`src/shared/pcintu_pkg.sv`:
```
// constants for the pin change interrupt unit
package pcintu_pkg;
  // group count and widths
  localparam int NUM_GRP = 3;
  localparam int GRP0_W  = 8;
  localparam int GRP1_W  = 7;
  localparam int GRP2_W  = 8;
  localparam int DATA_W  = 32;
  localparam int IDX_W   = 8;

  // register indices; byte address is four times the index
  localparam logic [IDX_W-1:0] IDX_MASK0   = 8'h6B;
  localparam logic [IDX_W-1:0] IDX_MASK1   = 8'h6C;
  localparam logic [IDX_W-1:0] IDX_MASK2   = 8'h6D;
  localparam logic [IDX_W-1:0] IDX_GRP_EN  = 8'h70;
  localparam logic [IDX_W-1:0] IDX_GRP_FLG = 8'h71;
  localparam logic [IDX_W-1:0] IDX_CORE_ST = 8'h72;
  localparam logic [IDX_W-1:0] IDX_EVT_ST  = 8'h73;
  localparam logic [IDX_W-1:0] IDX_EVT_CLR = 8'h74;
  localparam logic [IDX_W-1:0] IDX_EVT_EN  = 8'h75;

  // field positions
  localparam int GRP0_BIT = 0;
  localparam int GRP1_BIT = 1;
  localparam int GRP2_BIT = 2;
  localparam int GIE_BIT  = 7;

  // reset values
  localparam logic [GRP0_W-1:0]  MASK0_RST = 8'h00;
  localparam logic [GRP1_W-1:0]  MASK1_RST = 7'h00;
  localparam logic [GRP2_W-1:0]  MASK2_RST = 8'h00;
  localparam logic [NUM_GRP-1:0] GRP_RST   = 3'h0;

  // bus encodings
  localparam logic [1:0] HTRANS_NONSEQ = 2'h2;
  localparam logic [1:0] HTRANS_SEQ    = 2'h3;
  localparam logic       HRESP_OKAY    = 1'h0;
endpackage

```
`src/core/pcintu_core.sv`:
```
// pin change interrupt unit: pin watchers, group flags and bus registers
// register map, as word index and byte address (four times the index)
//   0x6B  0x1AC  group 0 pin mask, eight bits, read and write
//   0x6C  0x1B0  group 1 pin mask, seven bits, top bit reads zero
//   0x6D  0x1B4  group 2 pin mask, eight bits, read and write
//   0x70  0x1C0  group enables, bit g for group g
//   0x71  0x1C4  group flags, read; writing a one clears that flag
//   0x72  0x1C8  core status, global interrupt enable in bit 7
//   0x73  0x1CC  event status, sticky copy of the group flags
//   0x74  0x1D0  event clear, write only, reads zero
//   0x75  0x1D4  event enable, same layout as event status
//   any other index reads zero and ignores writes
//   any address with bits above the index set misses every register
//
// bus behaviour
//   the slave never stretches a transfer: hreadyout is tied high
//   the response is always okay, even for unmapped addresses
//   a transfer is taken when select, ready and a NONSEQ or SEQ type meet
//   write data is taken one edge later, in the data phase
//   read data is sampled in the address phase and held in a register
//   so a read right after a write to the same register sees the old value
//   hrdata keeps its value until the next read address phase
//   transfer size is not checked; whole words are assumed
//   byte lanes above the register width are ignored on writes
//
// pin behaviour
//   every pin passes two flops before any logic looks at it
//   a third flop keeps the previous synchronised sample
//   a pin differs from its previous sample for exactly one cycle per edge
//   the mask selects which pins may raise the group's change strobe
//   a cleared mask bit blocks that pin completely
//   the group enable does not gate the flag, only the vector request
//   a pulse shorter than one clock period may be missed entirely
//   changes in consecutive cycles are each seen as a change
//   a change at the pin shows in the flag three edges later
//   after reset the synchronisers hold zero, so a pin that is already
//   high looks like a change shortly after release; with all masks
//   at zero after reset nothing is flagged unless software unmasks early
//
// flag behaviour
//   a group flag is set by any watched change of its group
//   it is cleared by the core's acknowledge when the vector is taken
//   it is also cleared by writing a one to its bit in the flag register
//   writing a zero leaves the flag alone
//   when a change and a clear meet in one cycle the change wins,
//   so no pin event is lost to a late acknowledge
//   the event status bits follow the same set and clear rules,
//   cleared through the event clear register instead
//
// request behaviour
//   a group request is its flag and its enable and the global enable
//   requests are combinational from registers, so they settle early
//   a pending flag keeps its request high until the flag, its group enable or the global enable is cleared
//   dropping the global enable hides all requests but keeps the flags
//   the system interrupt is high while any enabled event bit is set
//
// limitations
//   the acknowledge is assumed to be a single-cycle pulse on this clock
//   two acknowledges for the same group in a row clear it only once
//   the core status register only holds the global enable bit here
//   no wake-up from a stopped clock: detection needs the clock running
//
// Chosen here: register access over AHB-Lite.
`timescale 1ns/100ps
`default_nettype none

// one pin group: synchroniser, previous sample and masked change detect
module pcintu_group
  import pcintu_pkg::*;
#(
  parameter int W = 8
)
(
  // clock and reset
  input  wire logic         hclk,
  input  wire logic         hresetn,
  // pins and mask
  input  wire logic [W-1:0] pins,
  input  wire logic [W-1:0] mask,
  // any watched pin changed
  output logic              change
);
  logic [W-1:0] meta;
  logic [W-1:0] sync;
  logic [W-1:0] prev;

  // two-flop synchroniser then one sample of history
  always_ff @(posedge hclk or negedge hresetn)
  begin
    if (!hresetn)
    begin
      meta <= '0;
      sync <= '0;
      prev <= '0;
    end
    else
    begin
      meta <= pins;
      sync <= meta;
      prev <= sync;
    end
  end

  // cleared mask bits never raise a change
  assign change = |((sync ^ prev) & mask);
endmodule

// top of the unit with its AHB-Lite slave
module pcintu_core
  import pcintu_pkg::*;
(
  // clock and reset
  input  wire logic               hclk,
  input  wire logic               hresetn,
  // ahb-lite slave
  input  wire logic               hsel,
  input  wire logic [DATA_W-1:0]  haddr,
  input  wire logic [1:0]         htrans,
  input  wire logic               hwrite,
  input  wire logic [2:0]         hsize,
  input  wire logic               hready,
  input  wire logic [DATA_W-1:0]  hwdata,
  output logic [DATA_W-1:0]       hrdata,
  output logic                    hreadyout,
  output logic                    hresp,
  // watched pins
  input  wire logic [GRP0_W-1:0]  watched_pins_group0,
  input  wire logic [GRP1_W-1:0]  watched_pins_group1,
  input  wire logic [GRP2_W-1:0]  watched_pins_group2,
  // core vector interface
  output logic [NUM_GRP-1:0]      group_vector_req,
  input  wire logic [NUM_GRP-1:0] group_vector_ack,
  // system interrupt
  output logic                    irq
);
  // register state; masks, enables, flags and event bits
  logic [GRP0_W-1:0]  pin_watch_mask_group0;
  logic [GRP1_W-1:0]  pin_watch_mask_group1;
  logic [GRP2_W-1:0]  pin_watch_mask_group2;
  logic [NUM_GRP-1:0] change_group_enable;
  logic [NUM_GRP-1:0] change_group_flags;
  logic               global_int_enable;
  logic [NUM_GRP-1:0] event_status;
  logic [NUM_GRP-1:0] event_enable;
  logic               wr_pend;
  logic [IDX_W-1:0]   wr_idx;
  logic [NUM_GRP-1:0] grp_change;

  // pin groups
  pcintu_group #(.W(GRP0_W)) u_grp0
  (
    .hclk    (hclk),
    .hresetn (hresetn),
    .pins    (watched_pins_group0),
    .mask    (pin_watch_mask_group0),
    .change  (grp_change[GRP0_BIT])
  );
  pcintu_group #(.W(GRP1_W)) u_grp1
  (
    .hclk    (hclk),
    .hresetn (hresetn),
    .pins    (watched_pins_group1),
    .mask    (pin_watch_mask_group1),
    .change  (grp_change[GRP1_BIT])
  );
  pcintu_group #(.W(GRP2_W)) u_grp2
  (
    .hclk    (hclk),
    .hresetn (hresetn),
    .pins    (watched_pins_group2),
    .mask    (pin_watch_mask_group2),
    .change  (grp_change[GRP2_BIT])
  );

  // bus address phase decode
  wire             addr_ok  = (haddr[DATA_W-1:IDX_W+2] == '0);
  wire [IDX_W-1:0] addr_idx = haddr[IDX_W+1:2];
  wire             xfer     = hsel & hready & htrans[1];
  wire             rd_req   = xfer & ~hwrite;

  // data phase write strobes
  wire wr_mask0 = wr_pend & (wr_idx == IDX_MASK0);
  wire wr_mask1 = wr_pend & (wr_idx == IDX_MASK1);
  wire wr_mask2 = wr_pend & (wr_idx == IDX_MASK2);
  wire wr_gen   = wr_pend & (wr_idx == IDX_GRP_EN);
  wire wr_gflg  = wr_pend & (wr_idx == IDX_GRP_FLG);
  wire wr_core  = wr_pend & (wr_idx == IDX_CORE_ST);
  wire wr_eclr  = wr_pend & (wr_idx == IDX_EVT_CLR);
  wire wr_een   = wr_pend & (wr_idx == IDX_EVT_EN);

  // write-one clears; a new change wins over a clear
  wire [NUM_GRP-1:0] flag_clr =
    (wr_gflg ? hwdata[NUM_GRP-1:0] : '0) | group_vector_ack;
  wire [NUM_GRP-1:0] next_flags =
    (change_group_flags & ~flag_clr) | grp_change;
  wire [NUM_GRP-1:0] evt_clr = wr_eclr ? hwdata[NUM_GRP-1:0] : '0;
  wire [NUM_GRP-1:0] next_event = (event_status & ~evt_clr) | grp_change;

  // read selection; unused and reserved bits read zero
  wire [DATA_W-1:0] rd_data =
    !addr_ok                   ? '0 :
    (addr_idx == IDX_MASK0)    ? {{(DATA_W-GRP0_W){1'b0}}, pin_watch_mask_group0} :
    (addr_idx == IDX_MASK1)    ? {{(DATA_W-GRP1_W){1'b0}}, pin_watch_mask_group1} :
    (addr_idx == IDX_MASK2)    ? {{(DATA_W-GRP2_W){1'b0}}, pin_watch_mask_group2} :
    (addr_idx == IDX_GRP_EN)   ? {{(DATA_W-NUM_GRP){1'b0}}, change_group_enable} :
    (addr_idx == IDX_GRP_FLG)  ? {{(DATA_W-NUM_GRP){1'b0}}, change_group_flags} :
    (addr_idx == IDX_CORE_ST)  ? {{(DATA_W-GIE_BIT-1){1'b0}}, global_int_enable,
                                  {GIE_BIT{1'b0}}} :
    (addr_idx == IDX_EVT_ST)   ? {{(DATA_W-NUM_GRP){1'b0}}, event_status} :
    (addr_idx == IDX_EVT_EN)   ? {{(DATA_W-NUM_GRP){1'b0}}, event_enable} :
    '0;

  // bus answers: zero wait, always okay
  assign hreadyout = 1'b1;
  assign hresp     = HRESP_OKAY;

  // vector requests and system interrupt
  assign group_vector_req =
    change_group_flags & change_group_enable & {NUM_GRP{global_int_enable}};
  assign irq = |(event_status & event_enable);

  // capture write address phase
  always_ff @(posedge hclk or negedge hresetn)
  begin
    if (!hresetn)
    begin
      wr_pend <= 1'b0;
      wr_idx  <= '0;
    end
    else
    begin
      wr_pend <= xfer & hwrite & addr_ok;
      wr_idx  <= addr_idx;
    end
  end

  // read data register, loaded in the address phase
  always_ff @(posedge hclk or negedge hresetn)
  begin
    if (!hresetn)
      hrdata <= '0;
    else if (rd_req)
      hrdata <= rd_data;
  end

  // mask registers
  always_ff @(posedge hclk or negedge hresetn)
  begin
    if (!hresetn)
    begin
      pin_watch_mask_group0 <= MASK0_RST;
      pin_watch_mask_group1 <= MASK1_RST;
      pin_watch_mask_group2 <= MASK2_RST;
    end
    else
    begin
      if (wr_mask0)
        pin_watch_mask_group0 <= hwdata[GRP0_W-1:0];
      if (wr_mask1)
        pin_watch_mask_group1 <= hwdata[GRP1_W-1:0];
      if (wr_mask2)
        pin_watch_mask_group2 <= hwdata[GRP2_W-1:0];
    end
  end

  // group enables and global enable
  always_ff @(posedge hclk or negedge hresetn)
  begin
    if (!hresetn)
    begin
      change_group_enable <= GRP_RST;
      global_int_enable   <= 1'b0;
      event_enable        <= GRP_RST;
    end
    else
    begin
      if (wr_gen)
        change_group_enable <= hwdata[NUM_GRP-1:0];
      if (wr_core)
        global_int_enable <= hwdata[GIE_BIT];
      if (wr_een)
        event_enable <= hwdata[NUM_GRP-1:0];
    end
  end

  // sticky group flags and event status
  always_ff @(posedge hclk or negedge hresetn)
  begin
    if (!hresetn)
    begin
      change_group_flags <= GRP_RST;
      event_status       <= GRP_RST;
    end
    else
    begin
      change_group_flags <= next_flags;
      event_status       <= next_event;
    end
  end
endmodule

`default_nettype wire

```
`config.mk`:
```
export PLATFORM = sky130hd
export DESIGN_NAME = pcintu_core
export DESIGN_NICKNAME = d
export VERILOG_FILES = /design/src/shared/pcintu_pkg.sv /design/src/core/pcintu_core.sv
export SDC_FILE = /design/constraint.sdc
export NUM_CORES = 1
export LEC_CHECK = 0
export ABC_AREA = 0
export BUFFER_PORTS_ARGS = -buffer_cell sky130_fd_sc_hd__buf_2
export CORE_ASPECT_RATIO = 1.5
export CORE_UTILIZATION = 35
export DETAILED_ROUTE_END_ITERATION = 6
export GPL_ROUTABILITY_DRIVEN = 0
export MAX_ROUTING_LAYER = met4
export PLACE_DENSITY = 0.62
export SYNTH_ARGS = -nofsm -noshare
export SYNTH_HDL_FRONTEND = slang
export SYNTH_HIERARCHICAL = 1
export SYNTH_SLANG_ARGS = --single-unit
```
`constraint.sdc`:
```
create_clock -name hclk -period 2.3 [get_ports hclk]
set_input_delay 0.23 -clock hclk [delete_from_list [all_inputs] [get_ports hclk]]
set_output_delay 0.23 -clock hclk [all_outputs]
set_load 0.02 [all_outputs]
```
==> flow_summary.yaml, run 1 <==
pwr:
  powerDensity_nw_per_um2: 812.0
  p_leak_nw: 2.990
  ir_worst_vdd_v: 0.0003976
placed_design:
  dp_hpwl_mm: 7.321
  io_buffers: 81
cts:
  root_buffer: "clkbuf_16"
  insertion_delay_ps: 400
  cts_setup_buffers: 0
  cts-htree-levels: 4
  clkSlewWorstSetupHoldPaths_ps: 60
  holdBufCountCts: 27
  cts_resized: 0
  clk_path_buf_depth: 2
  clock_sinks: 122
  cts_buffers: 17
  cts_tree: "done"
final_layout:
  nFillCells: 1182
  multi_input_area_sq_um: 1568
  area_growth_pct: 28.37
  nets: 579
  ff_latch_area_sq_um: 3053
  diodes: 0
  drive_above_1_share_pct: 32.32
global_route:
  grt_max_degree: 45
  antenna_found_initial: 0
  gr-total-overflow: 0
  grt.total_usage_pct: 15.19
  grt_pass1_wl_mm: 16.19
  grt_pass1_vias: 3213
synth:
  synth_most_common_cell: "dfrtp_1"
  async_reset_ff_share_pct: 100.0
  syn_inst: 356
  synth-edff-count: 0
  synth_warnings: 6
  netlist.area_leader.share_pct: 63.91
  syn_avg_cell_area_sq_um: 13.42
  synth_common_cells: "122 x dfrtp_1, 30 x mux2_2, 26 x buf_4, 23 x xor2_1, 22 x nand2_1"
  synth_seq_cells: 122
  yosysUniqueCellTypes: 48
  synthTopCellsByArea: "dfrtp_1 64%, mux2_2 7.1%, xor2_1 4.2%, buf_4 4.1%, a22oi_1 1.7%"
  synth_flop_cell: "dfrtp_1"
  yosysTopAreaCell: "dfrtp_1"
  synth_seq_area_share_pct: 63.91
  syn_area_sq_um: 4777
sta:
  fin_crit_ps: 1870
  fmax_mhz: 534.8
  finalSetupViolCount: 0
  whs_ps: 27.09
  fin_crit_sh_pct: 81.29
  slew_violations: 0
  slew-limit-headroom_pct: 57.21
  worst_clock_skew_ps: 8.528
  tns_ps: 0
  rsz0062_at_grt: "no"
  tightest_slew_ps: 639.2
  hold_violations: 0
run:
  drv_cap: 0
die:
  boundaryPins: 138
  die_h_um: 145.1
  coreArea_sq_um: 13150
  die_w_um: 97.39
  initial_core_util_pct: 36.34
  dieArea_sq_um: 14130
  fp-row-count: 51
critical_path:
  r2r_setup_slack_ps: 430
  cp-endpoint: "pin_watch_mask_group0[1]$_DFFE_PN0P_"
  critPathKind: "register to register"
  reg2reg_to: "pin_watch_mask_group0[1]$_DFFE_PN0P_"
  crit_required_ps: 2580
  r2r-start: "wr_idx[7]$_DFF_PN0_"
  critPathArrivalTime_ps: 2150
  cp-start-kind: "register"
  endpoint_kind: "register"
  worstSetupStartpoint: "wr_idx[7]$_DFF_PN0_"
  worst-path-max-fanout: 8
  reg2reg_depth: 4
route:
  vias: 3168
  drtAntennaViolNets: 0
  routedWlPerCell_um: 15.30
  dr.pass1.iters: 5
  vias_per_cell: 4.866
  drt_iter0_markers: 148
  wl_mm: 9.960
  drcViolationCount: 0
hold_path:
  hp-class: "primary input to register"
  hp-start: "haddr[6]"
run_status:
  run_status: "completed"
-- where the power goes --
part           switching, mW  internal [mW]  total, mW
sequential            0.0345           2.22       2.25
clock                  0.945           1.52       2.46
combinational          0.156          0.111      0.267
total                   1.14           3.84       4.98
-- critical path: stages, from the launching register on --
cell and delay (ps):
dfrtp_1 360, and3b_2 280, nand3b_4 120, nor4b_4 570, mux2_2 410
-- placed cells by master, fill, tap and decap left out, types with 2 or more instances in the layout --
master,netlist,layout
conb_1,2,26
nand2_1,22,22
nand4_1,5,5
o211a_1,2,2
buf_4,26,5
o21ai_0,9,9
clkinv_4,0,3
buf_2,5,80
nor2_1,11,11
a222oi_1,2,2
and2_1,2,2
mux2_2,30,30
dlygate4sd3_1,0,27
a31o_2,3,3
clkinvlp_4,0,7
and3_1,9,9
clkbuf_16,0,17
inv_1,5,5
nor2b_1,3,3
nand2b_1,3,3
dfrtp_1,122,122
nor4_1,6,6
nand3_1,5,5
a21o_1,3,3
nor3_1,7,7
a21oi_1,7,7
a22oi_1,11,11
o311ai_0,2,2
mux2i_1,6,6
nand3b_1,2,2
and3b_1,3,3
xor2_1,23,23
-- state kept, by name, indices dropped and copies added (netlist names), 3 cells and up --
register	count
pin_watch_mask_group1	7
event_status	3
u_grp1/sync	7
change_group_enable	3
u_grp0/sync	8
pin_watch_mask_group0	8
u_grp1/prev	7
u_grp0/prev	8
u_grp2/meta	8
u_grp1/meta	7
u_grp0/meta	8
change_group_flags	3
event_enable	3
wr_idx	8
hrdata	8
pin_watch_mask_group2	8
u_grp2/sync	8
u_grp2/prev	8
-- final cells by class --
cell class / count / area share (%)
Clock inverter: 13 / 2.000
Inverter: 5 / 0.3061
Sequential cell: 122 / 49.79
Clock buffer: 19 / 7.223
Multi-Input combinational cell: 220 / 25.57
Timing Repair Buffer: 113 / 11.88
Tap cell: 159 / 3.244
-- worst min-delay path by stage --
| stage | to | slack, ps | cells after the start |
|---|---|---|---|
| 2_1_floorplan | change_group_enable[0]$_DFFE_PN0P_ | -70 | 0 |
| 3_3_place_gp | u_grp0/sync[2]$_DFF_PN0_ | 200 | 1 |
| 3_5_place_dp | u_grp0/meta[1]$_DFF_PN0_ | 210 | 1 |
| 4_1_cts | wr_idx[4]$_DFF_PN0_ | 5 | 1 |
| 5_1_grt | wr_idx[4]$_DFF_PN0_ | 20 | 1 |
| 6_report | wr_idx[4]$_DFF_PN0_ | 30 | 1 |
-- through the flow --
| step | total power [mW] | instance area [sq um] | std cells | worst slack [ps] | utilization, % |
|---|---|---|---|---|---|
| 3_3_place_gp | 2.517 | 5296 | 592 | 465.6 | 40.29 |
| 6_report | 4.979 | 6132 | 651 | 430.2 | 46.65 |
| 4_1_cts | 5.035 | 6132 | 651 | 413.2 | 46.65 |
| 5_1_grt | 5.160 | 6132 | 651 | 339.6 | 46.65 |
| 3_5_place_dp | 2.526 | 5296 | 592 | 432.1 | 40.29 |
| 2_1_floorplan | 2.417 | 4867 | 380 | 674.1 | - |
-- logic make-up (layout without fill, tap and decap cells) --
| logic type | Yosys count | count (layout) | share of synthesized area (%) |
|---|---|---|---|
| DFF | 122 | 122 | 63.91 |
| and+or+nand+nor | 89 | 89 | 11.24 |
| AOI/OAI and AO/OA | 46 | 46 | 6.993 |
| buffers and inverters | 38 | 150 | 5.160 |
| muxes | 36 | 36 | 8.329 |
| xor gates and xnor gates | 23 | 23 | 4.217 |
| other | 2 | 26 | 0.1572 |
-- routing by layer --
metal	share of wire (%)	GRT usage, %	routed length [um]
met2	55	26.61	5524
met4	2.8	8.456	274
met5	0	-	0
met3	4.8	3.420	478
met1	37	15.49	3683
Power figures use the tool's default switching activity.
==> run 2, diff against run 1 <==
PLACE_DENSITY = 0.64   (was 0.62)
clock period = 1.6 ns   (was 2.3 ns; I/O delays follow)
==> run 2 against run 1 <==
Against the previous run: hold slack gained 4.0 ps; the run now ends with negative setup slack left; routed wire length rose by 3.9%; non-clock buffer count up 23; first-iteration DRC count shrank 2.7%; largest cell class unchanged; critical path depth rose by 1; critical endpoint is now pin_watch_mask_group0[6]$_DFFE_PN0P_; sequential share of layout area is 3.1 points lower; core utilization is 3.1 points higher.
==> flow_summary.yaml, run 2 (same netlist as run 1, synthesis figures left out) <==
critical_path:
  cp-start-kind: "register"
  critPathArrivalTime_ps: 1960
  worst-path-max-fanout: 8
  crit_required_ps: 1880
  path_cells: "and3b_2 > nand3b_4 > nor4b_4 > buf_6 > mux2_4"
  critPathKind: "register to register"
  endpoint_kind: "register"
  slowest_stage: "dfrtp_1"
  crit_path_max_incr_delay_ps: 360
die:
  die_w_um: 97.39
  fp-row-count: 51
  initial_core_util_pct: 36.34
  coreArea_sq_um: 13150
  boundaryPins: 138
  dieArea_sq_um: 14130
  die_h_um: 145.1
global_route:
  gr-total-overflow: 0
  grt.total_usage_pct: 16.06
  grt_pass1_vias: 3489
  antenna_found_initial: 0
  grt_pass1_wl_mm: 17.06
  grtUsageMet1_pct: 16.22
  met2_usage_pct: 27.73
  grt_use_met3_pct: 3.950
  top_usage_layer: "met2"
  grt_max_degree: 47
pwr:
  ir_worst_vdd_v: 0.0008168
  powerDensity_nw_per_um2: 1222
  p_leak_nw: 3.215
cts:
  cts_tree: "done"
  root_buffer: "clkbuf_16"
  cts-htree-levels: 4
  cts_buffers: 17
  clk_path_buf_depth: 2
  insertion_delay_ps: 400
  clkSlewWorstSetupHoldPaths_ps: 50
  clock_sinks: 122
final_layout:
  nFillCells: 1156
  ff_latch_area_sq_um: 3053
  multi_input_area_sq_um: 1662
  fin_cells: 674
  final_area_sq_um: 6545
  area_growth_pct: 37.01
  diodes: 0
  nets: 602
  final_core_util_pct: 49.79
  drive_above_1_share_pct: 35.53
  final_common_cell: "dfrtp_1"
  final_cell_mix: "122 x dfrtp_1, 80 x buf_2, 29 x dlygate4sd3_1, 26 x conb_1"
sta:
  finalSetupViolCount: 22
  hold_violations: 0
  tns_ps: -946.2
  fmax_mhz: 594.1
  worst_clock_skew_ps: 7.621
  slew_violations: 0
  fin_ws_ps: -83.18
  fin_crit_ps: 1683
  fin_crit_sh_pct: 105.2
  whs_ps: 31.11
  rsz0062_at_grt: "yes"
placed_design:
  dp_cells: 611
  place_area_sq_um: 5451
  io_buffers: 81
  dp_hpwl_mm: 7.486
route:
  wl_mm: 10.35
  vias_per_cell: 4.755
  vias: 3205
  drcViolationCount: 0
  dr.pass1.iters: 4
  routedWlPerCell_um: 15.35
  drtAntennaViolNets: 0
  drt_iter0_markers: 144
hold_path:
  hp-class: "primary input to register"
run_status:
  violations: "negative setup slack"
  run_status: "finished, violations left"
run:
  drv_cap: 0
run 2: metal layers:
metal	vias to the layer above	wire length [um]
li1	1495	-
met1	1571	3851
met2	110	5608
met3	29	464
met4	0	424
met5	-	0
run 2: path summary, 6_finish.rpt:
path / startpoint / endpoint / slack [ps] / cells past startpoint
max: wr_idx[7]$_DFF_PN0_ / pin_watch_mask_group0[6]$_DFFE_PN0P_ / -80 / 5
min: haddr[2] / wr_idx[0]$_DFF_PN0_ / 30 / 1
max reg2reg: wr_idx[7]$_DFF_PN0_ / pin_watch_mask_group0[6]$_DFFE_PN0P_ / -80 / 5
min reg2reg: u_grp2/meta[0]$_DFF_PN0_ / u_grp2/sync[0]$_DFF_PN0_ / 340 / 0
max in group asynchronous: hresetn / change_group_enable[1]$_DFFE_PN0P_ / 660 / 3
min in group asynchronous: hresetn / hrdata[3]$_DFFE_PN0P_ / 270 / 2
run 2: repair_timing:
item	CTS	global route
gates cloned	0	0
gates resized for setup	20	6
setup buffers	1	1
hold buffers	29	0
endpoints found under the setup margin	19	37
pin swaps	2	5
endpoints found under the hold margin	63	0
run 2: final cells by class:
cell class | count | area share (%)
sequential | 122 | 46.65
clock buffer | 22 | 7.245
inverter | 5 | 0.2868
timing repair buffer | 136 | 14.15
multi-input combinational | 220 | 25.39
clock inverter | 10 | 3.250
tap | 159 | 3.040
run 2: metrics by stage:
stage	power (mW)	setup WS [ps]
floorplan	3.475	-25.93
global placement	3.635	-96.51
detailed placement	3.648	-182.6
CTS	8.074	-85.78
global route	8.293	-142.7
finish	7.999	-83.18
run 2: worst max-delay path: cells and delay by family, from the launching register on:
kind	cells	cell delay, ps
AND/OR/NAND/NOR	3	680
flip-flops	1	360
multiplexers	1	310
buffers and inverters	1	210
run 2: where the power goes:
group          switching (mW)  total (mW)  internal, mW
Sequential             0.0489        3.24          3.19
Clock                    1.30        4.35          3.05
Combinational           0.236       0.414         0.178
Total                    1.58        8.00          6.42
